**config.mk**
```make
export PLATFORM = sky130hd
export DESIGN_NAME = ihzp_incremental
export DESIGN_NICKNAME = d
export VERILOG_FILES = /design/src/ihzp_atan.v /design/src/ihzp_incremental.v
export VERILOG_INCLUDE_DIRS = /design/src
export SDC_FILE = /design/constraint.sdc
export NUM_CORES = 1
export LEC_CHECK = 0
export ABC_AREA = 0
export BUFFER_PORTS_ARGS = -buffer_cell sky130_fd_sc_hd__buf_4
export CAP_MARGIN = 10
export CORE_MARGIN = 1.5
export CORE_UTILIZATION = 35
export CTS_BUF_LIST = sky130_fd_sc_hd__clkbuf_8
export CTS_CLUSTER_SIZE = 28
export DETAILED_ROUTE_END_ITERATION = 16
export GPL_ROUTABILITY_DRIVEN = 0
export PLACE_DENSITY = 0.59
export SETUP_SLACK_MARGIN = 0.4
export SYNTH_ARGS = -nofsm -noshare
export SYNTH_HDL_FRONTEND = slang
export SYNTH_HIERARCHICAL = 1
export SYNTH_SLANG_ARGS = --single-unit
```
**constraint.sdc**
```tcl
create_clock -name clk -period 4.7 [get_ports clk]
set_clock_uncertainty 0.05 [all_clocks]
set_input_delay 0.235 -clock clk [delete_from_list [all_inputs] [get_ports clk]]
set_output_delay 0.235 -clock clk [all_outputs]
set_load 0.02 [all_outputs]
```
**src/ihzp_defines.vh**
```
// constants for the incremental hysteresis / zero programming block
`ifndef IHZP_DEFINES_VH
`define IHZP_DEFINES_VH
// angle word width: 10 bits, 1024 codes per turn, lsb = 0.3516 deg
`define IHZP_ANG_W        10
// hysteresis 0.7 deg in angle codes (2 x 0.3516 = 0.703)
`define IHZP_HYST_CODES   10'h002
// zero accuracy +-0.35 deg = one angle lsb after rounding
`define IHZP_ZERO_ROUND   10'h000
// programming word length in programming clock cycles
`define IHZP_PROG_BITS    16
// programming word fields
`define IHZP_F_ZERO_LSB   0
`define IHZP_F_REV_BIT    10
// output state after power-up with output_enable_n high
`define IHZP_OUT_PARK     3'h7
`endif

```
**src/ihzp_atan.v**
```verilog
// ratiometric arctangent of differential sine and cosine samples
`timescale 1ns/1ps
module ihzp_atan #(
  parameter IW = 12,
  parameter AW = 10
) (
  // clock and reset
  input  wire          clk,
  input  wire          resetn,
  // sample in
  input  wire          smpValid,
  input  wire [IW-1:0] sinP,
  input  wire [IW-1:0] sinN,
  input  wire [IW-1:0] cosP,
  input  wire [IW-1:0] cosN,
  // angle out
  output reg  [AW-1:0] angle,
  output reg           angleValid
);
  localparam SW = IW + 3;
  localparam ST_IDLE = 3'h1;
  localparam ST_RUN  = 3'h2;
  localparam ST_DONE = 3'h4;

  reg  [2:0]          state_q;
  reg  signed [SW-1:0] x_q;
  reg  signed [SW-1:0] y_q;
  reg  [AW+1:0]       z_q;
  reg  [3:0]          it_q;
  wire signed [SW-1:0] dx;
  wire signed [SW-1:0] dy;
  reg  [AW+1:0]       atanTab;

  // common mode cancels in the differences
  assign dx = $signed({3'h0, cosP}) - $signed({3'h0, cosN});
  assign dy = $signed({3'h0, sinP}) - $signed({3'h0, sinN});

  // atan(2^-i) in units of 1/4096 turn
  always @* begin
    case (it_q)
      4'h0: atanTab = 12'h200;
      4'h1: atanTab = 12'h12e;
      4'h2: atanTab = 12'h0a0;
      4'h3: atanTab = 12'h051;
      4'h4: atanTab = 12'h029;
      4'h5: atanTab = 12'h014;
      4'h6: atanTab = 12'h00a;
      4'h7: atanTab = 12'h005;
      4'h8: atanTab = 12'h003;
      4'h9: atanTab = 12'h001;
      default: atanTab = 12'h001;
    endcase
  end

  //////////////////////////////////////////////////////////////////////////
  // cordic vectoring, magnitude never enters the angle
  always @(posedge clk or negedge resetn) begin
    if (!resetn) begin
      state_q    <= ST_IDLE;
      x_q        <= {SW{1'b0}};
      y_q        <= {SW{1'b0}};
      z_q        <= {(AW+2){1'b0}};
      it_q       <= 4'h0;
      angle      <= {AW{1'b0}};
      angleValid <= 1'b0;
    end else begin
      angleValid <= 1'b0;
      case (state_q)
        ST_IDLE: if (smpValid) begin
          it_q    <= 4'h0;
          state_q <= ST_RUN;
          // fold left half plane by 180 deg first
          if (dx < 0) begin
            x_q <= -dx;
            y_q <= -dy;
            z_q <= 12'h800;
          end else begin
            x_q <= dx;
            y_q <= dy;
            z_q <= 12'h000;
          end
        end
        ST_RUN: begin
          if (y_q < 0) begin
            x_q <= x_q - (y_q >>> it_q);
            y_q <= y_q + (x_q >>> it_q);
            z_q <= z_q - atanTab;
          end else begin
            x_q <= x_q + (y_q >>> it_q);
            y_q <= y_q - (x_q >>> it_q);
            z_q <= z_q + atanTab;
          end
          it_q <= it_q + 4'h1;
          if (it_q == 4'h9)
            state_q <= ST_DONE;
        end
        ST_DONE: begin
          // round to output resolution
          angle      <= z_q[AW+1:2] + {{(AW-1){1'b0}}, z_q[1]};
          angleValid <= 1'b1;
          state_q    <= ST_IDLE;
        end
        default: state_q <= ST_IDLE;
      endcase
    end
  end
endmodule // ihzp_atan

```
**src/ihzp_incremental.v**
```verilog
// incremental quadrature back end with hysteresis and otp zero
`timescale 1ns/1ps
`include "ihzp_defines.vh"
module ihzp_incremental #(
  parameter IW = 12,
  parameter AW = `IHZP_ANG_W
) (
  // clock and reset
  input  wire          clk,
  input  wire          resetn,
  // sampled hall signals from front end
  input  wire          smpValid,
  input  wire [IW-1:0] sinP,
  input  wire [IW-1:0] sinN,
  input  wire [IW-1:0] cosP,
  input  wire [IW-1:0] cosN,
  // pins
  input  wire          outputEnableN,
  input  wire          progEnable,
  input  wire          progClk,
  input  wire          progData,
  // otp array
  input  wire [AW:0]   otpWord,
  output reg           otpBurn,
  output reg  [AW:0]   otpBurnWord,
  // quadrature outputs
  output reg           chanA,
  output reg           chanB,
  output reg           index
);
  //////////////////////////////////////////////////////////////////////////
  // pin synchronisers
  reg [1:0] oenS_q;
  reg [1:0] penS_q;
  reg [1:0] pclkS_q;
  reg [1:0] pdatS_q;
  reg       pclkD_q;
  always @(posedge clk or negedge resetn) begin
    if (!resetn) begin
      // pull-up on the enable pin: assume high until sampled
      oenS_q  <= 2'h3;
      penS_q  <= 2'h0;
      pclkS_q <= 2'h0;
      pdatS_q <= 2'h0;
      pclkD_q <= 1'b0;
    end else begin
      oenS_q  <= {oenS_q[0], outputEnableN};
      penS_q  <= {penS_q[0], progEnable};
      pclkS_q <= {pclkS_q[0], progClk};
      pdatS_q <= {pdatS_q[0], progData};
      pclkD_q <= pclkS_q[1];
    end
  end
  // edge taken past the second flop, so a slow pin edge counts once
  wire pclkRise = pclkS_q[1] & ~pclkD_q;

  //////////////////////////////////////////////////////////////////////////
  // angle computation
  wire [AW-1:0] rawAngle;
  wire          rawValid;
  ihzp_atan #(.IW(IW), .AW(AW)) uAtan (
    .clk        (clk),
    .resetn     (resetn),
    .smpValid   (smpValid),
    .sinP       (sinP),
    .sinN       (sinN),
    .cosP       (cosP),
    .cosN       (cosN),
    .angle      (rawAngle),
    .angleValid (rawValid)
  );

  //////////////////////////////////////////////////////////////////////////
  // otp programming shift path
  localparam PS_IDLE  = 4'h1;
  localparam PS_SHIFT = 4'h2;
  localparam PS_DONE  = 4'h4;
  localparam PS_WAIT  = 4'h8;
  reg [3:0]  pst_q;
  reg [15:0] shift_q;
  reg [4:0]  bitCnt_q;
  reg [AW:0] cfg_q;
  reg        cfgLoad_q;
  always @(posedge clk or negedge resetn) begin
    if (!resetn) begin
      pst_q       <= PS_IDLE;
      shift_q     <= 16'h0000;
      bitCnt_q    <= 5'h00;
      otpBurn     <= 1'b0;
      otpBurnWord <= {(AW+1){1'b0}};
      cfg_q       <= {(AW+1){1'b0}};
      cfgLoad_q   <= 1'b0;
    end else begin
      otpBurn <= 1'b0;
      // trim word captured once after reset release
      if (!cfgLoad_q) begin
        cfg_q     <= otpWord;
        cfgLoad_q <= 1'b1;
      end
      case (pst_q)
        PS_IDLE: if (penS_q[1]) begin
          bitCnt_q <= 5'h00;
          pst_q    <= PS_SHIFT;
        end
        PS_SHIFT: begin
          // one bit per rising edge, 16 edges
          if (pclkRise) begin
            shift_q  <= {shift_q[14:0], pdatS_q[1]};
            bitCnt_q <= bitCnt_q + 5'h01;
            if (bitCnt_q == `IHZP_PROG_BITS - 1)
              pst_q <= PS_DONE;
          end
          // aborted sequence burns nothing
          if (!penS_q[1])
            pst_q <= PS_IDLE;
        end
        PS_DONE: begin
          // zero field (new index) and reverse bit written together
          if (penS_q[1]) begin
            otpBurn     <= 1'b1;
            otpBurnWord <= shift_q[AW:0];
          end
          pst_q <= PS_WAIT;
        end
        PS_WAIT: begin
          // one burn per enable pulse; a second word needs a new pulse
          if (!penS_q[1])
            pst_q <= PS_IDLE;
        end
        default: pst_q <= PS_IDLE;
      endcase
    end
  end

  //////////////////////////////////////////////////////////////////////////
  // zero offset and direction
  wire          revDir  = cfg_q[`IHZP_F_REV_BIT];
  wire [AW-1:0] zeroPos = cfg_q[AW-1:0];
  reg  [AW-1:0] relAngle;
  always @* begin
    // zero subtracted at full angle resolution
    relAngle = rawAngle - zeroPos + `IHZP_ZERO_ROUND;
    // reverse bit mirrors the count direction
    if (revDir)
      relAngle = {AW{1'b0}} - relAngle;
  end

  //////////////////////////////////////////////////////////////////////////
  // hysteresis tracker: forward moves follow the angle, backward moves
  // follow it plus the band, so each sense keeps its own fixed edges
  localparam [AW-1:0] HYST = `IHZP_HYST_CODES;
  reg  [AW-1:0] pos_q;
  reg           posValid_q;
  wire [AW-1:0] delta    = relAngle - pos_q;
  wire          fwd      = ~delta[AW-1] & (delta != {AW{1'b0}});
  wire          bwd      = delta[AW-1];
  wire [AW-1:0] absDelta = bwd ? ({AW{1'b0}} - delta) : delta;
  wire          farBack  = bwd & (absDelta > HYST);
  wire [AW-1:0] backPos  = relAngle + HYST;
  always @(posedge clk or negedge resetn) begin
    if (!resetn) begin
      pos_q      <= {AW{1'b0}};
      posValid_q <= 1'b0;
    end else if (rawValid) begin
      if (!posValid_q) begin
        pos_q      <= relAngle;
        posValid_q <= 1'b1;
      end else if (fwd) begin
        // after a backward run this is already a move beyond the band
        pos_q <= relAngle;
      end else if (farBack) begin
        pos_q <= backPos;
      end
    end
  end

  //////////////////////////////////////////////////////////////////////////
  // quadrature encode, 256 steps per turn; a tracked position updates
  // once per sample and jumps straight to the new step, however many steps away
  wire [7:0] step = pos_q[AW-1:AW-8];
  wire       qA   = step[1] ^ step[0];
  wire       qB   = step[1];
  wire       qI   = (step == 8'h00);
  reg        parked_q;
  always @(posedge clk or negedge resetn) begin
    if (!resetn) begin
      parked_q <= 1'b1;
      chanA    <= 1'b1;
      chanB    <= 1'b1;
      index    <= 1'b1;
    end else begin
      // park until enable first seen low
      if (!oenS_q[1])
        parked_q <= 1'b0;
      if (parked_q || !posValid_q) begin
        {chanA, chanB, index} <= `IHZP_OUT_PARK;
      end else begin
        chanA <= qA;
        chanB <= qB;
        index <= qI;
      end
    end
  end
endmodule // ihzp_incremental

```
# Yosys cells after proc, flatten, opt, wreduce, memory -nomap -nowiden
# Memories as Yosys holds them, arrays and structs flattened.
# Cells that the tools add are included.
# word_totals
reg_bits,128
mem_bits_ro,160
in_bits,66
output_inout_bits,15
elab_cells,122
memories,1
# op_classes
addsub,18
order_cmp,3
n_eq_ne,17
shifts,2
mux,37
bitwise_logic,6
n_reduce_logical,13
# memory_table
name,depth,width,rd,rd_ports_with_merged_regs,wr,line_no,text
(no name shown),16,10,1,0,0,ihzp_atan.v:40,case (it_q)
# op_table
cell,n
2-to-1 mux 15 bit,6
one-hot mux 15 bit (2 select lines),2
2-to-1 mux 10 bit,5
2-to-1 mux 12 bit,3
adder 15 bit,2
>>> shifter 15 x 4 -> 15 bit,2
subtractor 15 bit,2
subtractor 12 x 12 -> 13 bit,2
2-to-1 mux 4 bit,6
one-hot mux 12 bit (2 select lines),1
subtractor 1 x 10 -> 10 bit (first input constant),2
subtractor 10 bit,2
one-hot mux 4 bit (4 select lines),1
< comparator 15 x 1 -> 1 bit (second input constant),1
negator 13 -> 15 bit,1
negator 15 bit,1
< comparator 13 x 1 -> 1 bit (second input constant),1
adder 12 bit,1
subtractor 12 bit,1
adder 10 x 1 -> 10 bit,1
adder 10 x 2 -> 10 bit (second input constant),1
greater-than comparator 10 x 2 -> 1 bit (second input constant),1
2-to-1 mux 5 bit,2
one-hot mux 5 bit (2 select lines),1
29 further kinds,48

# Depth between registers and ports, before layout
# logic_depth
depth_word,11
mapped_depth,24
mapped_depth_nobuf,20

# Modules after synthesis
# The synthesis kept the hierarchy.
# by_module_without_submodules
mod,instances,cells_per_inst,area_each_um2
ihzp_atan,1,1034,8400.6
ihzp_incremental,1,432,4053.9

# Least setup slack after synthesis
# Ideal clock, no wire load.
# synth_timing
kind,reg-to-reg
start,register uAtan.it_q[1]
end,register uAtan.y_q[14]
setup_time_ns,0.126
t_arrival_ns,4.683
required_time_ns,4.524
setup_slack_ns,-0.159
path_stages_with_launch,21
path_buffers,3
period_less_slack_ns,4.859
cell_sequence,dfrtp_1 buf_4 buf_6 clkbuf_1 mux4_2 mux4_1 inv_1 ha_1 inv_1 nor4_4 nor2_1 xnor2_1 ha_1 or2_2 a21oi_1 o31ai_1 a21oi_1 nor2b_1 o41a_1 xnor2_1 a221o_1
# synth_via
elab_chain_len,4
word_cells_on_any_way,5
cone_classes,add/sub (2); shift (1); mux (2)
# synth_lines
element,line_no,text
start: declaration,ihzp_atan.v:29,reg [3:0] it_q;
start signal: assignment,ihzp_atan.v:93,it_q <= it_q + 4'h1;
>>> shifter 15 x 4 -> 15 bit (*),"ihzp_atan.v:86, ihzp_atan.v:90",
subtractor 15 bit or adder 15 bit (tied branches),"ihzp_atan.v:90, ihzp_atan.v:86",
2-to-1 mux 15 bit (*),ihzp_atan.v:84,if (y_q < 0) begin
one-hot mux 15 bit (2 select lines) (*),ihzp_atan.v:68,case (state_q)
end signal: assignment,ihzp_atan.v:75,y_q <= -dy;
end signal: assignment,ihzp_atan.v:86,y_q <= y_q + (x_q >>> it_q);
end signal: assignment,ihzp_atan.v:90,y_q <= y_q - (x_q >>> it_q);
end: declaration,ihzp_atan.v:27,reg signed [SW-1:0] y_q;
# Mark *: on every way between the ends. The rest lies on a longest branch, timed or not.
# A chain may end at the register's enable or synchronous reset.

# Worst setup path in the final report
# layout_timing
start,register cfg_q[0]
end,register pos_q[1]
# layout_via
elab_chain_len,10
word_cells_on_any_way,17
cone_classes,add/sub (5); order compare (1); eq/ne (1); mux (5); bitwise (3); reduce/logical (2)
# layout_lines
element,line_no,text
start: declaration,ihzp_incremental.v:82,reg [AW:0] cfg_q;
start signal: assignment,ihzp_incremental.v:91,cfg_q <= {(AW+1){1'b0}};
start signal: assignment,ihzp_incremental.v:97,cfg_q <= otpWord;
subtractor 10 bit (*),ihzp_incremental.v:142,relAngle = rawAngle - zeroPos + `IHZP_ZERO_ROUND;
subtractor 1 x 10 -> 10 bit,ihzp_incremental.v:145,relAngle = {AW{1'b0}} - relAngle;
2-to-1 mux 10 bit (*),ihzp_incremental.v:144,if (revDir)
subtractor 10 bit,ihzp_incremental.v:154,wire [AW-1:0] delta = relAngle - pos_q;
subtractor 1 x 10 -> 10 bit,ihzp_incremental.v:157,wire [AW-1:0] absDelta = bwd ? ({AW{1'b0}} - delta) : delta;
2-to-1 mux 10 bit,ihzp_incremental.v:157,
greater-than comparator 10 x 2 -> 1 bit,ihzp_incremental.v:158,wire farBack = bwd & (absDelta > HYST);
bitwise AND 1 bit,ihzp_incremental.v:158,
!= test 3 x 1 -> 1 bit (no source line),--,
AND reduction 2 bit (no source line),--,
end signal: assignment,ihzp_incremental.v:162,pos_q <= {AW{1'b0}};
end signal: assignment,ihzp_incremental.v:166,pos_q <= relAngle;
end signal: assignment,ihzp_incremental.v:170,pos_q <= relAngle;
end: declaration,ihzp_incremental.v:152,reg [AW-1:0] pos_q;
# Mark *: on every way between the ends. The rest lies on a longest branch, timed or not. The select of a mux whose other input is x is not followed.

==> metrics.cfg <==
[cts]
cts_max_level = 4
path_clk_slew_ps = 90
cts.path.max_buffers = 2
cts_buffers = 17
cts_tree = built
cts.sink_count = 128
clock_latency_ps = 470
cts_root_buffer = clkbuf_8

[detailed_routing]
drcViolationCount = 0
vias = 11710
drt-initial-drc-count = 618
ant_nets = 0
vias_per_cell = 5.474
wire_per_inst_microns = 16.37
drt_wl_total_mm = 35.01
firstDrtPassIters = 5

[synth]
synth_ff_type = dfrtp_1
async_reset_ff_frac = 1.000
syn-cell-area_sq_um = 12450
yosys_warnings = 6
synth_commonest_cells = 175 x nand2_1, 120 x dfrtp_1, 103 x nor2_1
synth-seq-cells = 128
synth.avg_cell_area_sq_um = 8.496
synth_top_area_cell = dfrtp_1
yosysTopAreaCellShare = 0.2411
synthCells = 1466
yosysMostFrequentCell = nand2_1
synth-edff-count = 0
synth_cell_type_count = 90
synth_fp_nets = 1641
seq_area_frac_synth = 0.2580
synth.area.top_cells = dfrtp_1 24%, ha_1 10%, nand2_1 5.3%

[worst_setup_path]
slowest_stage = fa_2
path_cells = ha_4 > fa_2 > nor2b_4 > o22ai_2 > xnor2_2 > o2111ai_4 > o21ai_2 > xnor2_2 > ha_4 > nand3_4 > a21oi_4 > o311a_1 > a2111oi_4 > o21bai_4 > mux2i_2 > nand2b_4 > o21ai_4 > buf_6 > mux2i_1
r2r_cells = 19
cp.arrival_ps = 4940
critPathMaxStageDelay_ps = 430
crit_path_end_kind = flop
crit_path_max_fanout = 5
crit_cells = 19
cp-start-kind = flop
critPathKind = flop to flop
cp.buffers_inverters = 1
cp_top_family = compound AO/OA/AOI/OAI gates
required_ps = 5030

[global_route]
antenna_found_initial = 0
met2_usage = 0.3216
busiest_layer = met2
grt_max_degree = 96
grt_pass1_vias = 11130
grt.met3_usage = 0.02887
met1_usage = 0.2480
overflow = 0
grt_pass1_wl_mm = 55.96
track_usage = 0.1892

[worst_hold_path]
hold_class = input pin to flop
hold_depth = 5

[sta]
relSlewSlack = 0.3438
min_period_ps = 4610
hold_ws_ps = 224.4
rsz0062_at_grt = yes
drv_slew = 0
fin_crit_sh = 0.9808
fmax_mhz = 216.9
worst_pin_slew_ps = 972.0
finalHoldViolCount = 0
setup_viol = 0
finalWorstSetupSlack_ps = 90.36
fin_tns_setup_ps = 0

[cells_and_area]
final_area_sq_um = 16250
nets = 1846
area_growth_syn_to_layout_pct = 30.47
fillers = 3298
num_antenna_cells = 0
final_layout_size_suffix_gt1_frac = 0.2886

[outcome]
status = finished clean

[place]
place_area_sq_um = 13880
pre_cts_slack_ps = -12.59
port_buffers = 80
hpwl_mm = 24.23

[floorplan]
chipHeight_microns = 191.6
initial_utilization = 0.3579
die_area_sq_um = 36720
fp-row-count = 68
io_pins = 81
core_sq_um = 34800
die_w_microns = 191.6

[pwr]
power.leakage_uw = 0.007173
total_power_uw = 13900
cellPowerDensity_nw_per_um2 = 855.5
ir_worst_vdd_uv = 527.7

[run]
drv_cap = 0

==> sequential cells by signal, summed over array words and instances (netlist names), 3 cells and up <==
signal / flops
cfg_q: 11
uAtan/angle: 10
otpBurnWord: 11
uAtan/it_q: 4
uAtan/y_q: 15
uAtan/state_q: 3
shift_q: 11
uAtan/x_q: 15
pst_q: 4
bitCnt_q: 5
uAtan/z_q: 12
pos_q: 10
==> metal layers <==
metal,up-vias,wire [microns]
met5,-,0
met4,0,635
met3,47,1439
met2,305,17270
met1,5659,15660
li1,5698,-
==> kinds of logic after synthesis <==
kind of cell / synth area share
and+or+nand+nor: 0.1921
adders and majority gates: 0.1137
other: 0.0003011
xor gates and xnor gates: 0.08921
muxes: 0.09584
buffers and inverters: 0.05535
AOI/OAI and AO/OA: 0.1955
DFF: 0.2580
==> through the flow <==
| step | utilization | std cells |
|---|---|---|
| 5_1_grt | 0.4670 | 2139 |
| 3_5_place_dp | 0.3990 | 2003 |
| 2_1_floorplan | - | 1466 |
| 6_report | 0.4670 | 2139 |
| 4_1_cts | 0.4432 | 2107 |
| 3_3_place_gp | 0.3990 | 2003 |
==> where the power goes <==
group          total (uW)  switching (uW)  internal [uW]
clock                1180             522            657
sequential           1690             325           1370
combinational       11000            5710           5320
==> area by class of cell <==
class / instances / area, sq um / area share
clock inverters: 14 / 226.5 / 0.01394
inverters: 94 / 356.6 / 0.02195
well taps: 455 / 569.3 / 0.03504
multi-input cells: 1185 / 9553 / 0.5879
flip-flops and latches: 128 / 3216 / 0.1979
repair buffers: 245 / 2081 / 0.1281
clock buffers: 18 / 247.7 / 0.01525
==> repair_timing <==
| action | CTS | global route |
|---|---|---|
| gates cloned | 3 | 1 |
| buffers inserted | 53 | 31 |
| pin swaps | 30 | 67 |
| resized for setup | 108 | 105 |
| endpoints found under the hold margin | 102 | 0 |
| hold buffers | 16 | 0 |
| endpoints found under the setup margin | 21 | 21 |
==> final timing paths <==
check / start / to / slack (ps)
max in group asynchronous: resetn / uAtan/it_q[0]$_DFFE_PN0P_ / 3140
hold reg to reg: penS_q[0]$_DFF_PN0_ / penS_q[1]$_DFF_PN0_ / 300
setup reg to reg: cfg_q[0]$_DFFE_PN0N_ / pos_q[1]$_DFFE_PN0P_ / 90
min in group asynchronous: resetn / otpBurnWord[9]$_DFFE_PN0P_ / 380
setup / recovery: cfg_q[0]$_DFFE_PN0N_ / pos_q[1]$_DFFE_PN0P_ / 90
hold / removal: sinN[0] / uAtan/y_q[0]$_DFFE_PN0P_ / 220
==> worst register-to-register path, delay by kind of cell (launching register included) <==
kind | cells | cell delay (ps)
AND/OR/NAND/NOR | 3 | 460
buffers and inverters | 1 | 170
adder cells (fa/ha/maj) | 3 | 880
multiplexers | 2 | 280
AO/OA/AOI/OAI | 8 | 1770
flip-flops | 1 | 420
XOR/XNOR | 2 | 500
==> cells in the final DEF, fill, tap and decap left out, drive strengths merged, types with 7 or more instances in the layout <==
| master | synthesis | routed |
|---|---|---|
| nand4 | 14 | 14 |
| nand3b | 7 | 7 |
| mux2 | 33 | 33 |
| nor4 | 9 | 9 |
| or3 | 9 | 9 |
| a21boi | 7 | 7 |
| inv | 92 | 98 |
| xor2 | 58 | 58 |
| mux4 | 19 | 19 |
| a211oi | 12 | 12 |
| ha | 102 | 102 |
| o211ai | 18 | 18 |
| dlygate4sd3 | 0 | 16 |
| and2 | 12 | 12 |
| nor2 | 103 | 103 |
| mux2i | 36 | 36 |
| nor3 | 40 | 40 |
| or2 | 12 | 12 |
| a21oi | 88 | 88 |
| buf | 20 | 228 |
| nand3 | 23 | 23 |
| xnor2 | 68 | 68 |
| nand2b | 26 | 26 |
| nor2b | 23 | 23 |
| nand2 | 175 | 175 |
| a21o | 23 | 23 |
| clkbuf | 39 | 19 |
| o21ai | 89 | 89 |
| o2111ai | 8 | 8 |
| fa | 7 | 7 |
| a31oi | 21 | 21 |
| dfrtp | 120 | 120 |
| o22ai | 18 | 18 |
| nor3b | 10 | 10 |
| and3 | 10 | 10 |
| o31ai | 11 | 11 |
| dfstp | 8 | 8 |
| o21a | 7 | 7 |
No activity file was read; power rests on OpenSTA's default activity.
